**src/pkg/ccm_pkg.sv**
```systemverilog
// Purpose: Shared constants and helpers for the compare-mode channel
// Assumes: 32-bit AXI4-Lite data, one aligned word per register
// Notes: Offsets are byte addresses on the register bus
package ccm_pkg;
    // Register byte offsets
    localparam logic [7:0] OFF_CMP_VALUE = 8'h00;
    localparam logic [7:0] OFF_MODULE_CTRL = 8'h04;
    localparam logic [7:0] OFF_TIMER_SEL = 8'h08;
    localparam logic [7:0] OFF_PIN_CTRL = 8'h0C;
    localparam logic [7:0] OFF_FLAG = 8'h10;
    localparam logic [7:0] OFF_ENABLE = 8'h14;
    localparam logic [7:0] OFF_PRIORITY = 8'h18;
    localparam logic [7:0] OFF_FLAG_CLR = 8'h1C;
    localparam logic [7:0] OFF_STATUS = 8'h20;
    // Mode select field encodings
    localparam logic [3:0] MODE_OFF = 4'h0;
    localparam logic [3:0] MODE_TOGGLE = 4'h2;
    localparam logic [3:0] MODE_DRIVE_HIGH = 4'h8;
    localparam logic [3:0] MODE_DRIVE_LOW = 4'h9;
    localparam logic [3:0] MODE_SOFT_INT = 4'hA;
    localparam logic [3:0] MODE_SPECIAL = 4'hB;
    // Field positions
    localparam int unsigned CH4_FLAG_BIT = 1;
    localparam int unsigned PIN_PORT_BIT = 0;
    localparam int unsigned PIN_DIR_BIT = 1;
    // Reset values
    localparam logic [15:0] CMP_VALUE_RESET = 16'h0000;
    localparam logic [3:0] MODE_RESET = 4'h0;
    localparam logic PIN_DIR_RESET = 1'b1;
    localparam logic [7:0] BYTE_REG_RESET = 8'h00;
    // Bus responses
    localparam logic [1:0] RESP_OKAY = 2'h0;
    localparam logic [1:0] RESP_SLVERR = 2'h2;

    // True for modes in which the comparator runs
    function automatic logic ccm_is_compare_mode(input logic [3:0] mode);
        return (mode == MODE_TOGGLE) || (mode[3:2] == 2'h2);
    endfunction : ccm_is_compare_mode

    // True for byte addresses that hold a register
    function automatic logic ccm_addr_mapped(input logic [7:0] addr);
        logic [7:0] word;
        word = {addr[7:2], 2'h0};
        return (word <= OFF_STATUS);
    endfunction : ccm_addr_mapped

    // Merges write data into an old word under byte strobes
    function automatic logic [31:0] ccm_apply_strb(input logic [31:0] old, input logic [31:0] data,
                                                   input logic [3:0] strb);
        logic [31:0] res;
        res = old;
        for (int i = 0; i < 4; i++) begin
            if (strb[i]) begin
                res[i*8 +: 8] = data[i*8 +: 8];
            end
        end
        return res;
    endfunction : ccm_apply_strb
endpackage : ccm_pkg

```
**src/rtl/ccm_match.sv**
```systemverilog
// Purpose: Equality comparator that yields one pulse per match
// Assumes: Timer value synchronous to the clock
// Notes: A timer that rests on the compare value gives a single event
`timescale 1ns/1ps
module ccm_match
    import ccm_pkg::*;
(
    input wire logic clk,
    input wire logic srst,
    input wire logic active,
    input wire logic [15:0] compare_value,
    input wire logic [15:0] timer_value,
    output logic match_pulse
);
    logic eq_now;
    logic eq_prev_reg;
    logic eq_prev_next;

    // Compare each cycle, pulse on the first equal cycle
    always_comb begin
        eq_now = active && (timer_value == compare_value);
        eq_prev_next = eq_now;
        match_pulse = eq_now && !eq_prev_reg;
    end

    // Previous equality
    always_ff @(posedge clk) begin
        if (srst) begin
            eq_prev_reg <= 1'b0;
        end else begin
            eq_prev_reg <= eq_prev_next;
        end
    end
endmodule : ccm_match

```
**src/rtl/ccm_axil.sv**
```systemverilog
// Purpose: AXI4-Lite slave front end with register strobes
// Assumes: One write and one read in flight at most
// Notes: Address and data are taken together in one cycle
`timescale 1ns/1ps
module ccm_axil
    import ccm_pkg::*;
(
    input wire logic clk,
    input wire logic srst,
    input wire logic [7:0] awaddr,
    input wire logic awvalid,
    output logic awready,
    input wire logic [31:0] wdata,
    input wire logic [3:0] wstrb,
    input wire logic wvalid,
    output logic wready,
    output logic [1:0] bresp,
    output logic bvalid,
    input wire logic bready,
    input wire logic [7:0] araddr,
    input wire logic arvalid,
    output logic arready,
    output logic [31:0] rdata,
    output logic [1:0] rresp,
    output logic rvalid,
    input wire logic rready,
    output logic wr_en,
    output logic rd_en,
    input wire logic [31:0] rd_word
);
    logic bvalid_reg, bvalid_next, rvalid_reg, rvalid_next;
    logic [1:0] bresp_reg, bresp_next, rresp_reg, rresp_next;
    logic [31:0] rdata_reg, rdata_next;

    // Handshakes and answer channels
    always_comb begin
        wr_en = awvalid && wvalid && !bvalid_reg;
        rd_en = arvalid && !rvalid_reg;
        bvalid_next = bvalid_reg && !bready;
        bresp_next = bresp_reg;
        rvalid_next = rvalid_reg && !rready;
        rresp_next = rresp_reg;
        rdata_next = rdata_reg;
        if (wr_en) begin
            bvalid_next = 1'b1;
            bresp_next = ccm_addr_mapped(awaddr) ? RESP_OKAY : RESP_SLVERR;
        end
        if (rd_en) begin
            rvalid_next = 1'b1;
            rresp_next = ccm_addr_mapped(araddr) ? RESP_OKAY : RESP_SLVERR;
            rdata_next = rd_word;
        end
    end

    assign awready = wr_en;
    assign wready = wr_en;
    assign arready = !rvalid_reg;
    assign bvalid = bvalid_reg;
    assign bresp = bresp_reg;
    assign rvalid = rvalid_reg;
    assign rresp = rresp_reg;
    assign rdata = rdata_reg;

    // Channel state
    always_ff @(posedge clk) begin
        if (srst) begin
            bvalid_reg <= 1'b0;
            bresp_reg <= RESP_OKAY;
            rvalid_reg <= 1'b0;
            rresp_reg <= RESP_OKAY;
            rdata_reg <= 32'h00000000;
        end else begin
            bvalid_reg <= bvalid_next;
            bresp_reg <= bresp_next;
            rvalid_reg <= rvalid_next;
            rresp_reg <= rresp_next;
            rdata_reg <= rdata_next;
        end
    end
endmodule : ccm_axil

```
**src/rtl/ccm_top.sv**
```systemverilog
// Purpose: Compare-mode channel with pin action, flags and event trigger
// Assumes: Timers live outside; their values arrive as ports
// Notes: Other channels' flags enter as set pulses on one port
//
// The register addresses and the AXI4-Lite register port were decided locally.
`timescale 1ns/1ps
// How it works
// - While a compare mode is active the compare value is matched against the chosen timer every cycle.
// - A match drives the compare output high, low, toggles it, or leaves the pin on the port latch.
// - The match flag is set on the same clock edge as the pin action.
// - Writing zero to the control register forces the compare latch low and leaves the port latch alone.
// - In software interrupt mode a match leaves the pin alone and only sets the flag.
// - A software interrupt match reaches the interrupt line only while its enable bit is set.
// - In special event mode every match emits a one-cycle trigger pulse.
// - The trigger clears whichever timer is currently chosen as the time base.
// - This channel's trigger never starts a converter.
// - Flags of channels three to ten sit in one byte, channel three at bit 0.
// - Enable and priority bytes follow the same bit layout as the flags.
module ccm_top
    import ccm_pkg::*;
(
    input wire logic CLK,
    input wire logic SRST,
    input wire logic [7:0] AWADDR,
    input wire logic AWVALID,
    output logic AWREADY,
    input wire logic [31:0] WDATA,
    input wire logic [3:0] WSTRB,
    input wire logic WVALID,
    output logic WREADY,
    output logic [1:0] BRESP,
    output logic BVALID,
    input wire logic BREADY,
    input wire logic [7:0] ARADDR,
    input wire logic ARVALID,
    output logic ARREADY,
    output logic [31:0] RDATA,
    output logic [1:0] RRESP,
    output logic RVALID,
    input wire logic RREADY,
    input wire logic [15:0] TIMER_A_VALUE,
    input wire logic [15:0] TIMER_B_VALUE,
    input wire logic [7:0] OTHER_FLAG_SET,
    output logic TIMER_A_CLEAR,
    output logic TIMER_B_CLEAR,
    output logic SPECIAL_EVENT,
    output logic ADC_START,
    output logic PIN_OUT,
    output logic PIN_OE,
    output logic IRQ,
    output logic IRQ_PRIO
);
    logic wr_en, rd_en, match_pulse, compare_active, zero_write;
    logic [31:0] rd_word, wr_old, wr_merged;
    logic [15:0] selected_timer;
    logic [7:0] flag_set;
    logic [15:0] cmp_value_reg, cmp_value_next;
    logic [3:0] mode_reg, mode_next;
    logic timer_sel_reg, timer_sel_next;
    logic port_latch_reg, port_latch_next;
    logic pin_dir_reg, pin_dir_next;
    logic [7:0] flag_reg, flag_next;
    logic [7:0] enable_reg, enable_next;
    logic [7:0] prio_reg, prio_next;
    logic cmp_latch_reg, cmp_latch_next;
    logic pin_out_reg, pin_out_next;
    logic special_reg, special_next;
    logic clear_a_reg, clear_a_next;
    logic clear_b_reg, clear_b_next;

    // Register readback, shared by reads and write merging
    function automatic logic [31:0] reg_read(input logic [7:0] addr);
        logic [31:0] v;
        v = 32'h00000000;
        case ({addr[7:2], 2'h0})
            OFF_CMP_VALUE: v[15:0] = cmp_value_reg;
            OFF_MODULE_CTRL: v[3:0] = mode_reg;
            OFF_TIMER_SEL: v[0] = timer_sel_reg;
            OFF_PIN_CTRL: v[1:0] = {pin_dir_reg, port_latch_reg};
            OFF_FLAG: v[7:0] = flag_reg;
            OFF_ENABLE: v[7:0] = enable_reg;
            OFF_PRIORITY: v[7:0] = prio_reg;
            OFF_STATUS: v[2:0] = {compare_active, pin_out_reg, cmp_latch_reg};
            default: v = 32'h00000000;
        endcase
        return v;
    endfunction : reg_read

    // Bus slave
    ccm_axil u_axil (
        .clk(CLK),
        .srst(SRST),
        .awaddr(AWADDR),
        .awvalid(AWVALID),
        .awready(AWREADY),
        .wdata(WDATA),
        .wstrb(WSTRB),
        .wvalid(WVALID),
        .wready(WREADY),
        .bresp(BRESP),
        .bvalid(BVALID),
        .bready(BREADY),
        .araddr(ARADDR),
        .arvalid(ARVALID),
        .arready(ARREADY),
        .rdata(RDATA),
        .rresp(RRESP),
        .rvalid(RVALID),
        .rready(RREADY),
        .wr_en(wr_en),
        .rd_en(rd_en),
        .rd_word(rd_word)
    );

    // Time base selection and comparator
    assign compare_active = ccm_is_compare_mode(mode_reg);
    assign selected_timer = timer_sel_reg ? TIMER_B_VALUE : TIMER_A_VALUE;

    ccm_match u_match (
        .clk(CLK),
        .srst(SRST),
        .active(compare_active),
        .compare_value(cmp_value_reg),
        .timer_value(selected_timer),
        .match_pulse(match_pulse)
    );

    // Read word and merged write word
    always_comb begin
        rd_word = reg_read(ARADDR);
        wr_old = reg_read(AWADDR);
        wr_merged = ccm_apply_strb(wr_old, WDATA, WSTRB);
        zero_write = wr_en && ({AWADDR[7:2], 2'h0} == OFF_MODULE_CTRL) && (wr_merged == 32'h00000000);
    end

    // Channel four flag from the match, the rest from outside
    always_comb begin
        flag_set = OTHER_FLAG_SET;
        flag_set[CH4_FLAG_BIT] = match_pulse;
    end

    // Software register updates
    always_comb begin
        cmp_value_next = cmp_value_reg;
        mode_next = mode_reg;
        timer_sel_next = timer_sel_reg;
        port_latch_next = port_latch_reg;
        pin_dir_next = pin_dir_reg;
        enable_next = enable_reg;
        prio_next = prio_reg;
        flag_next = flag_reg;
        if (wr_en) begin
            case ({AWADDR[7:2], 2'h0})
                OFF_CMP_VALUE: cmp_value_next = wr_merged[15:0];
                OFF_MODULE_CTRL: mode_next = wr_merged[3:0];
                OFF_TIMER_SEL: timer_sel_next = wr_merged[0];
                OFF_PIN_CTRL: begin
                    port_latch_next = wr_merged[PIN_PORT_BIT];
                    pin_dir_next = wr_merged[PIN_DIR_BIT];
                end
                OFF_FLAG: flag_next = wr_merged[7:0];
                OFF_ENABLE: enable_next = wr_merged[7:0];
                OFF_PRIORITY: prio_next = wr_merged[7:0];
                OFF_FLAG_CLR: begin
                    if (WSTRB[0]) begin
                        flag_next = flag_reg & ~WDATA[7:0];
                    end
                end
                default: flag_next = flag_reg;
            endcase
        end
        // Hardware set wins over a clear in the same cycle
        flag_next = flag_next | flag_set;
    end

    // Compare latch, pin and trigger outputs
    always_comb begin
        cmp_latch_next = cmp_latch_reg;
        special_next = 1'b0;
        if (match_pulse) begin
            case (mode_reg)
                MODE_DRIVE_HIGH: cmp_latch_next = 1'b1;
                MODE_DRIVE_LOW: cmp_latch_next = 1'b0;
                MODE_TOGGLE: cmp_latch_next = !cmp_latch_reg;
                MODE_SPECIAL: special_next = 1'b1;
                default: cmp_latch_next = cmp_latch_reg;
            endcase
        end
        if (zero_write) begin
            cmp_latch_next = 1'b0;
        end
        // Pin follows the compare latch only in pin-driving modes
        case (mode_reg)
            MODE_DRIVE_HIGH, MODE_DRIVE_LOW, MODE_TOGGLE: pin_out_next = cmp_latch_next;
            default: pin_out_next = port_latch_reg;
        endcase
        clear_a_next = special_next && !timer_sel_reg;
        clear_b_next = special_next && timer_sel_reg;
    end

    // State registers
    always_ff @(posedge CLK) begin
        if (SRST) begin
            cmp_value_reg <= CMP_VALUE_RESET;
            mode_reg <= MODE_RESET;
            timer_sel_reg <= 1'b0;
            port_latch_reg <= 1'b0;
            pin_dir_reg <= PIN_DIR_RESET;
            flag_reg <= BYTE_REG_RESET;
            enable_reg <= BYTE_REG_RESET;
            prio_reg <= BYTE_REG_RESET;
            cmp_latch_reg <= 1'b0;
            pin_out_reg <= 1'b0;
            special_reg <= 1'b0;
            clear_a_reg <= 1'b0;
            clear_b_reg <= 1'b0;
        end else begin
            cmp_value_reg <= cmp_value_next;
            mode_reg <= mode_next;
            timer_sel_reg <= timer_sel_next;
            port_latch_reg <= port_latch_next;
            pin_dir_reg <= pin_dir_next;
            flag_reg <= flag_next;
            enable_reg <= enable_next;
            prio_reg <= prio_next;
            cmp_latch_reg <= cmp_latch_next;
            pin_out_reg <= pin_out_next;
            special_reg <= special_next;
            clear_a_reg <= clear_a_next;
            clear_b_reg <= clear_b_next;
        end
    end

    // Outputs
    assign PIN_OUT = pin_out_reg;
    assign PIN_OE = !pin_dir_reg;
    assign SPECIAL_EVENT = special_reg;
    assign TIMER_A_CLEAR = clear_a_reg;
    assign TIMER_B_CLEAR = clear_b_reg;
    assign ADC_START = 1'b0;
    assign IRQ = |(flag_reg & enable_reg);
    assign IRQ_PRIO = |(flag_reg & enable_reg & prio_reg);

    // Checks
    a_match_seen: assert property (@(posedge CLK) disable iff (SRST)
        compare_active && $rose(selected_timer == cmp_value_reg) && $stable(mode_reg) |-> match_pulse)
        else $error("match not detected");
    a_drive_high: assert property (@(posedge CLK) disable iff (SRST)
        match_pulse && mode_reg == MODE_DRIVE_HIGH && !wr_en |=> PIN_OUT && cmp_latch_reg)
        else $error("pin not driven high");
    a_drive_low: assert property (@(posedge CLK) disable iff (SRST)
        match_pulse && mode_reg == MODE_DRIVE_LOW && !wr_en |=> !PIN_OUT)
        else $error("pin not driven low");
    a_toggle_pin: assert property (@(posedge CLK) disable iff (SRST)
        match_pulse && mode_reg == MODE_TOGGLE && !wr_en |=> PIN_OUT != $past(cmp_latch_reg))
        else $error("pin not toggled");
    a_flag_set: assert property (@(posedge CLK) disable iff (SRST)
        match_pulse |=> flag_reg[CH4_FLAG_BIT])
        else $error("match flag not set");
    a_zero_clear: assert property (@(posedge CLK) disable iff (SRST)
        zero_write |=> !cmp_latch_reg && port_latch_reg == $past(port_latch_reg))
        else $error("zero write did not clear latch");
    a_softint_pin: assert property (@(posedge CLK) disable iff (SRST)
        match_pulse && mode_reg == MODE_SOFT_INT && !wr_en
        |=> PIN_OUT == $past(port_latch_reg) && $stable(cmp_latch_reg))
        else $error("soft interrupt moved the pin");
    a_softint_irq: assert property (@(posedge CLK) disable iff (SRST)
        match_pulse && mode_reg == MODE_SOFT_INT && enable_reg[CH4_FLAG_BIT] && !wr_en |=> IRQ)
        else $error("enabled soft interrupt not raised");
    a_irq_masked: assert property (@(posedge CLK) disable iff (SRST)
        (flag_reg & enable_reg) == 8'h00 && (OTHER_FLAG_SET & enable_reg) == 8'h00
        && !enable_reg[CH4_FLAG_BIT] && !wr_en |=> !IRQ)
        else $error("interrupt without enabled flag");
    a_special_pulse: assert property (@(posedge CLK) disable iff (SRST)
        match_pulse && mode_reg == MODE_SPECIAL |=> SPECIAL_EVENT ##1 !SPECIAL_EVENT)
        else $error("special trigger not one pulse");
    a_timer_clear: assert property (@(posedge CLK) disable iff (SRST)
        SPECIAL_EVENT |-> (TIMER_B_CLEAR == $past(timer_sel_reg)) && (TIMER_A_CLEAR != TIMER_B_CLEAR))
        else $error("wrong timer cleared");
    a_no_adc: assert property (@(posedge CLK) disable iff (SRST)
        SPECIAL_EVENT |-> !ADC_START)
        else $error("converter started");
    a_flag_layout: assert property (@(posedge CLK) disable iff (SRST)
        OTHER_FLAG_SET[0] |=> flag_reg[0])
        else $error("channel three flag lost");
    a_prio_layout: assert property (@(posedge CLK) disable iff (SRST)
        OTHER_FLAG_SET[7] && enable_reg[7] && prio_reg[7] && !wr_en |=> IRQ_PRIO && IRQ)
        else $error("priority layout broken");

    c_toggle: cover property (@(posedge CLK) disable iff (SRST) match_pulse && mode_reg == MODE_TOGGLE);
    c_special: cover property (@(posedge CLK) disable iff (SRST) SPECIAL_EVENT && TIMER_B_CLEAR);
    c_softint: cover property (@(posedge CLK) disable iff (SRST) match_pulse && mode_reg == MODE_SOFT_INT ##1 IRQ);
    c_set_clear: cover property (@(posedge CLK) disable iff (SRST) match_pulse && wr_en && AWADDR == OFF_FLAG_CLR);
endmodule : ccm_top

```
**config.mk**
```make
export PLATFORM = sky130hd
export DESIGN_NAME = ccm_top
export DESIGN_NICKNAME = d
export VERILOG_FILES = /design/src/pkg/ccm_pkg.sv /design/src/rtl/ccm_match.sv /design/src/rtl/ccm_axil.sv /design/src/rtl/ccm_top.sv
export SDC_FILE = /design/constraint.sdc
export NUM_CORES = 1
export LEC_CHECK = 0
export BUFFER_PORTS_ARGS = -buffer_cell sky130_fd_sc_hd__buf_4
export CAP_MARGIN = 20
export CORE_ASPECT_RATIO = 2
export CORE_UTILIZATION = 47
export DETAILED_ROUTE_END_ITERATION = 6
export PLACE_DENSITY = 0.88
export RECOVER_POWER = 25
export SLEW_MARGIN = 5
export SYNTH_ARGS = -nofsm -noshare
export SYNTH_HDL_FRONTEND = slang
export SYNTH_SLANG_ARGS = --single-unit
```
**constraint.sdc**
```tcl
create_clock -name CLK -period 2.24 [get_ports CLK]
set_input_delay 0.112 -clock CLK [delete_from_list [all_inputs] [get_ports CLK]]
set_output_delay 0.112 -clock CLK [all_outputs]
set_load 0.02 [all_outputs]
```
# Word level (Yosys, flattened, before mapping)
# Index checks and enable logic that the tools add are counted.
dict set report op_classes {
  add_sub_neg 0
  multipliers 0
  div 0
  order_cmp 2
  n_eq_ne 21
  shift 0
  muxes 30
  bitwise 5
  reduce_logical 32
}
# operator n
set op_table {}
lappend op_table {{two-way mux 8 bit} 8}
lappend op_table {{equality test 6 x 3 -> 1 bit (second input constant)} 7}
lappend op_table {{logical NOT 32 bit} 1}
lappend op_table {{case mux 4 bit (4 select lines)} 2}
lappend op_table {{AND 8 bit} 3}
lappend op_table {{equality test 6 x 2 -> 1 bit (second input constant)} 4}
lappend op_table {{equality test 16 bit} 1}
lappend op_table {{<= comparator 8 x 6 -> 1 bit (second input constant)} 2}
lappend op_table {{two-way mux 16 bit} 1}
lappend op_table {{case mux 1 bit (8 select lines)} 2}
lappend op_table {{case mux 8 bit (2 select lines)} 1}
lappend op_table {{OR reduction 8 bit} 2}
lappend op_table {{case mux 1 bit (7 select lines)} 2}
lappend op_table {{equality test 4 bit (second input constant)} 3}
lappend op_table {{equality test 6 x 1 -> 1 bit (second input constant)} 2}
lappend op_table {{equality test 6 x 4 -> 1 bit (second input constant)} 2}
lappend op_table {{logical NOT 6 bit} 2}
lappend op_table {{case mux 1 bit (6 select lines)} 2}
lappend op_table {{AND reduction 2 bit} 6}
lappend op_table {{logical AND 1 bit} 11}
lappend op_table {{case mux 1 bit (5 select lines)} 2}
lappend op_table {{logical NOT 1 bit} 8}
lappend op_table {{NOT 8 bit} 1}
lappend op_table {{bitwise OR 8 bit} 1}
lappend op_table {{7 further kinds} 14}
dict set report word_totals {
  reg_bits 75
  latchBits 0
  ramBits 0
  rom_bits 0
  in_bits 99
  out_inout_bits 49
  elab_cells 109
  memories 0
}

# Depth between registers and ports, before layout
dict set report depth {
  depth_word 8
  depth_mapped 9
}

# Modules after synthesis
# Synthesis repeated with hierarchy kept, for this count alone.
dict set report unflattened {
  hier_cells 623
  area_unflattened_um2 5196.2
}
# module n_inst cells_each area_per_inst_um2 seq_area_each_um2
set modules_own_cells {}
lappend modules_own_cells {ccm_top 1 431 3523.4 1041.0}
lappend modules_own_cells {ccm_axil 1 165 1452.6 720.7}
lappend modules_own_cells {ccm_match 1 27 220.2 20.0}

# Least setup slack after synthesis
# OpenSTA, ideal clock, no wires.
dict set report synth_timing {
  kind {reg2reg}
  from {register timer_sel_reg}
  to {register clear_a_reg, in the netlist TIMER_A_CLEAR}
  setup_time_ps 65
  t_arrival_ps 2007
  t_required_ps 2175
  path_slack_ps 168
  stages_incl_launch_ff 9
  n_path_buf 1
  period_less_slack_ps 2072
  path_cell_list {dfxtp_1 -> buf_6 -> mux2i_1 -> xnor2_1 -> nor4b_2 -> nand4_1 -> or3_4 -> nor4_4 -> nor2b_1}
}
dict set report synth_via {
  elab_chain_len 6
  elab_cells_between_ends 7
  cone_classes {eq/ne (1); mux (2); reduce/logical (4)}
}
# item line
set synth_lines {}
lappend synth_lines {{from (decl)} ccm_top.sv:59} ;# logic timer_sel_reg, timer_sel_next;
lappend synth_lines {{from (signal assigned)} ccm_top.sv:220} ;# timer_sel_reg <= timer_sel_next;
lappend synth_lines {{two-way mux 16 bit} ccm_top.sv:117} ;# assign selected_timer = timer_sel_reg ? TIMER_B_VALUE : TIMER_A_VALUE;
lappend synth_lines {{equality test 16 bit} ccm_match.sv:21} ;# eq_now = active && (timer_value == compare_value);
lappend synth_lines {{logical AND 1 bit} ccm_match.sv:21}
lappend synth_lines {{logical AND 1 bit} ccm_match.sv:23} ;# match_pulse = eq_now && !eq_prev_reg;
lappend synth_lines {{two-way mux 1 bit} ccm_top.sv:180} ;# if (match_pulse) begin
lappend synth_lines {{logical AND 1 bit *} ccm_top.sv:197} ;# clear_a_next = special_next && !timer_sel_reg;
lappend synth_lines {{to (signal assigned)} ccm_top.sv:229} ;# clear_a_reg <= clear_a_next;
lappend synth_lines {{to (decl)} ccm_top.sv:68} ;# logic clear_a_reg, clear_a_next;
# Every way passes the cells marked *; elsewhere a longest branch is shown, timed or not.
# A chain may end at the register's enable or synchronous reset.

# Final worst setup path
dict set report layout_timing {
  from {register timer_sel_reg}
  to {register pin_out_reg, in the netlist PIN_OUT}
}
dict set report layout_via {
  elab_chain_len 7
  elab_cells_between_ends 11
  cone_classes {eq/ne (1); mux (6); reduce/logical (4)}
}
# item line
set layout_lines {}
lappend layout_lines {{branches (longest 5 deep; another with logical NOT 32 bit)} --}
lappend layout_lines {{two-way mux 1 bit *} ccm_top.sv:189} ;# if (zero_write) begin
lappend layout_lines {{two-way mux 1 bit *} ccm_top.sv:193} ;# case (mode_reg)
lappend layout_lines {{to (signal assigned)} ccm_top.sv:227} ;# pin_out_reg <= pin_out_next;
lappend layout_lines {{to (decl)} ccm_top.sv:66} ;# logic pin_out_reg, pin_out_next;
# Mark *: on every way between the ends.

==> results.cfg <==
[clock_network]
clockRootBuffer = clkbuf_16
clkTransAtPathRegs_ns = 0.06
cts.htree.levels = 3
clk_latency_ns = 0.35
cts_sinks = 73
cts_tree = done
cts-buffers-inserted = 9
clockBufferDepth = 2

[setup_path]
path_max_fanout = 6
crit_path_end_kind = register
worst_ep_required_time_ns = 2.48
cp-start-kind = register
arrival_ns = 2.61
critPathKind = reg -> reg

[drt]
postRouteAntennaNets = 0
drc = 1
avgViaCountPerCell = 6.02
drtIter0Drc = 461
route.vias.total = 5242
postRouteWirelength_mm = 16.9
dr.pass1.iters = 7
route.detailed.wl_per_inst_um = 19.4

[status]
violations = DRC, setup timing
outcome = finished, violations left

[pwr]
p_leak_nw = 2.47
irDropWorstVdd_mv = 0.361
power_density_nw_per_um2 = 524
p_total_mw = 3.26

[cells_and_area]
fin_util = 0.644
final_nets = 833
drive_gt1_frac = 0.267
fill_cells = 816
final_area_um2 = 6210
n_antenna_cell = 0
area_delta_synth_final_pct = 34.0

[global_route]
grt_first_pass_wirelength_mm = 25.1
first_global_vias = 5083
antenna_found_initial = 0
grt_start_max_net_pins = 46
grt-ovfl-total = 0
grtUsageTotal = 0.323

[placed_design]
gp_congestion = 1.00
hpwl_mm = 12.6
dp_slack_ns = -0.0788
port_buffers = 123
postPlaceCellArea_um2 = 5820

[logic_synthesis]
netlist_area_um2 = 4640
synthArstFlopShare = 0
synth-seq-area-share = 0.315
synth.largest_area_cell = dfxtp_1
synth_edf_count = 0
yosysWarningCount = 0
synth_cell_types = 70
synth_ff_type = dfxtp_1
yosys.area.top_type_share = 0.315
ys_ff_latch = 73
synth.avg_cell_area_um2 = 7.95
yosysMostFrequentCell = nor2_1
syn_inst = 583
yosys-top-cells-area = dfxtp_1, mux2i_1, nor2_1
yosys-top-cells-count = nor2_1, dfxtp_1, nand2_1

[flow_run]
cap_violations = 0

[sta]
maxSlewHeadroom = 0.330
finalMaxSlewViolations = 0
skew_ns = 0.0110
fin_crit_sh = 1.06
fmax_ghz = 0.420
rsz0062_at_grt = true
worst_slew_pin_slew_ns = 1.01
worst_slack_ns = -0.139
whs_ns = 0.00196
fin_crit_ns = 2.38
timing_hold_violations_final = 0
setup_viol = 3

[floorplan]
io_pins = 148
die_area_um2 = 10300
fp-row-count = 51
die_h_um = 142
dieWidth_um = 72.2
core_area_um2 = 9640
start_util = 0.481

[worst_hold_path]
min_path_type = in -> reg
## layout make-up
type                            instances  area (um2)  share of cell area
Clock buffer                            9         225              0.0363
Clock inverter                          7        60.1             0.00967
Inverter                               10        37.5             0.00604
Multi-Input combinational cell        460        2950               0.474
Sequential cell                        73        1470               0.236
Tap cell                              132         165              0.0266
Timing Repair Buffer                  180        1310               0.211
## worst max-delay path: stages, from the launching register on
cell       delay [ns]
dfxtp_4          0.39
clkbuf_16        0.17
mux2i_2          0.23
xnor2_1          0.15
nor4_1           0.35
nand4_1          0.29
a211oi_1         0.38
a211oi_2         0.07
o31ai_1          0.26
## cell usage in the layout, fill, tap and decap left out, drive strengths merged, types with 3 or more instances in the layout
| cell type | n |
|---|---|
| a22oi | 21 |
| nand4 | 6 |
| nand2 | 44 |
| a31oi | 9 |
| nor2b | 10 |
| or3 | 6 |
| xor2 | 9 |
| clkbuf | 33 |
| nor2 | 85 |
| and2 | 5 |
| a221oi | 12 |
| dfxtp | 73 |
| dlygate4sd3 | 6 |
| nor4 | 11 |
| o21ai | 21 |
| o2bb2ai | 3 |
| nand2b | 5 |
| clkinvlp | 3 |
| conb | 19 |
| mux2 | 7 |
| and3 | 9 |
| nor3b | 3 |
| nor3 | 11 |
| xnor2 | 7 |
| buf | 150 |
| a21oi | 40 |
| nor4b | 6 |
| a32o | 3 |
| inv | 14 |
| mux2i | 38 |
| a211oi | 14 |
| nand3 | 22 |
## what timing repair did
item / 4_1_cts / 5_1_grt
resized for setup: 3 / 14
hold buffers: 6 / 0
buffers inserted: 1 / 2
pin swaps: 4 / 8
setup endpoints to repair: 4 / 6
cloned: 0 / 1
hold endpoints to repair: 6 / 0
## path summary, 6_finish.rpt
kind	cells past startpoint	endpoint	slack, ns	startpoint
setup / recovery	8	PIN_OUT	-0.14	timer_sel_reg
hold / removal	3	flag_reg[5]	0.002	OTHER_FLAG_SET[5]
setup reg to reg	8	PIN_OUT	-0.14	timer_sel_reg
hold reg to reg	2	u_axil.rdata[3]	0.46	u_axil.rdata[3]
## logic make-up after synthesis
kind of cell | after synthesis | share of synthesized area
and+or+nand+nor | 230 | 0.248
DFF | 73 | 0.315
xor gates and xnor gates | 16 | 0.0302
AOI/OAI and AO/OA | 150 | 0.225
other | 1 | 0.000809
buffers and inverters | 68 | 0.0815
muxes | 45 | 0.0991
## report_power, final
| group | leakage [nW] | total [mW] | switching, mW | internal (mW) |
|---|---|---|---|---|
| sequential | 0.592 | 1.34 | 0.0242 | 1.32 |
| clock | 0.131 | 1.39 | 0.624 | 0.769 |
| combinational | 1.75 | 0.522 | 0.285 | 0.237 |
| total | 2.47 | 3.26 | 0.933 | 2.32 |
## metrics by stage
stage	std cells	TNS (ns)
6_report	871	-0.203
5_1_grt	871	-0.894
4_1_cts	868	-0.00318
3_5_place_dp	845	-0.235
3_3_place_gp	845	0
2_1_floorplan	601	0
## routing by layer
metal  track usage  vias up  wire, um
met4         0.261        0      1320
met2         0.589      321      9020
met1         0.301     2416      5500
met5             0        -         0
met3        0.0602      104      1100
li1              -     2401         -
Power figures use the tool's default switching activity.
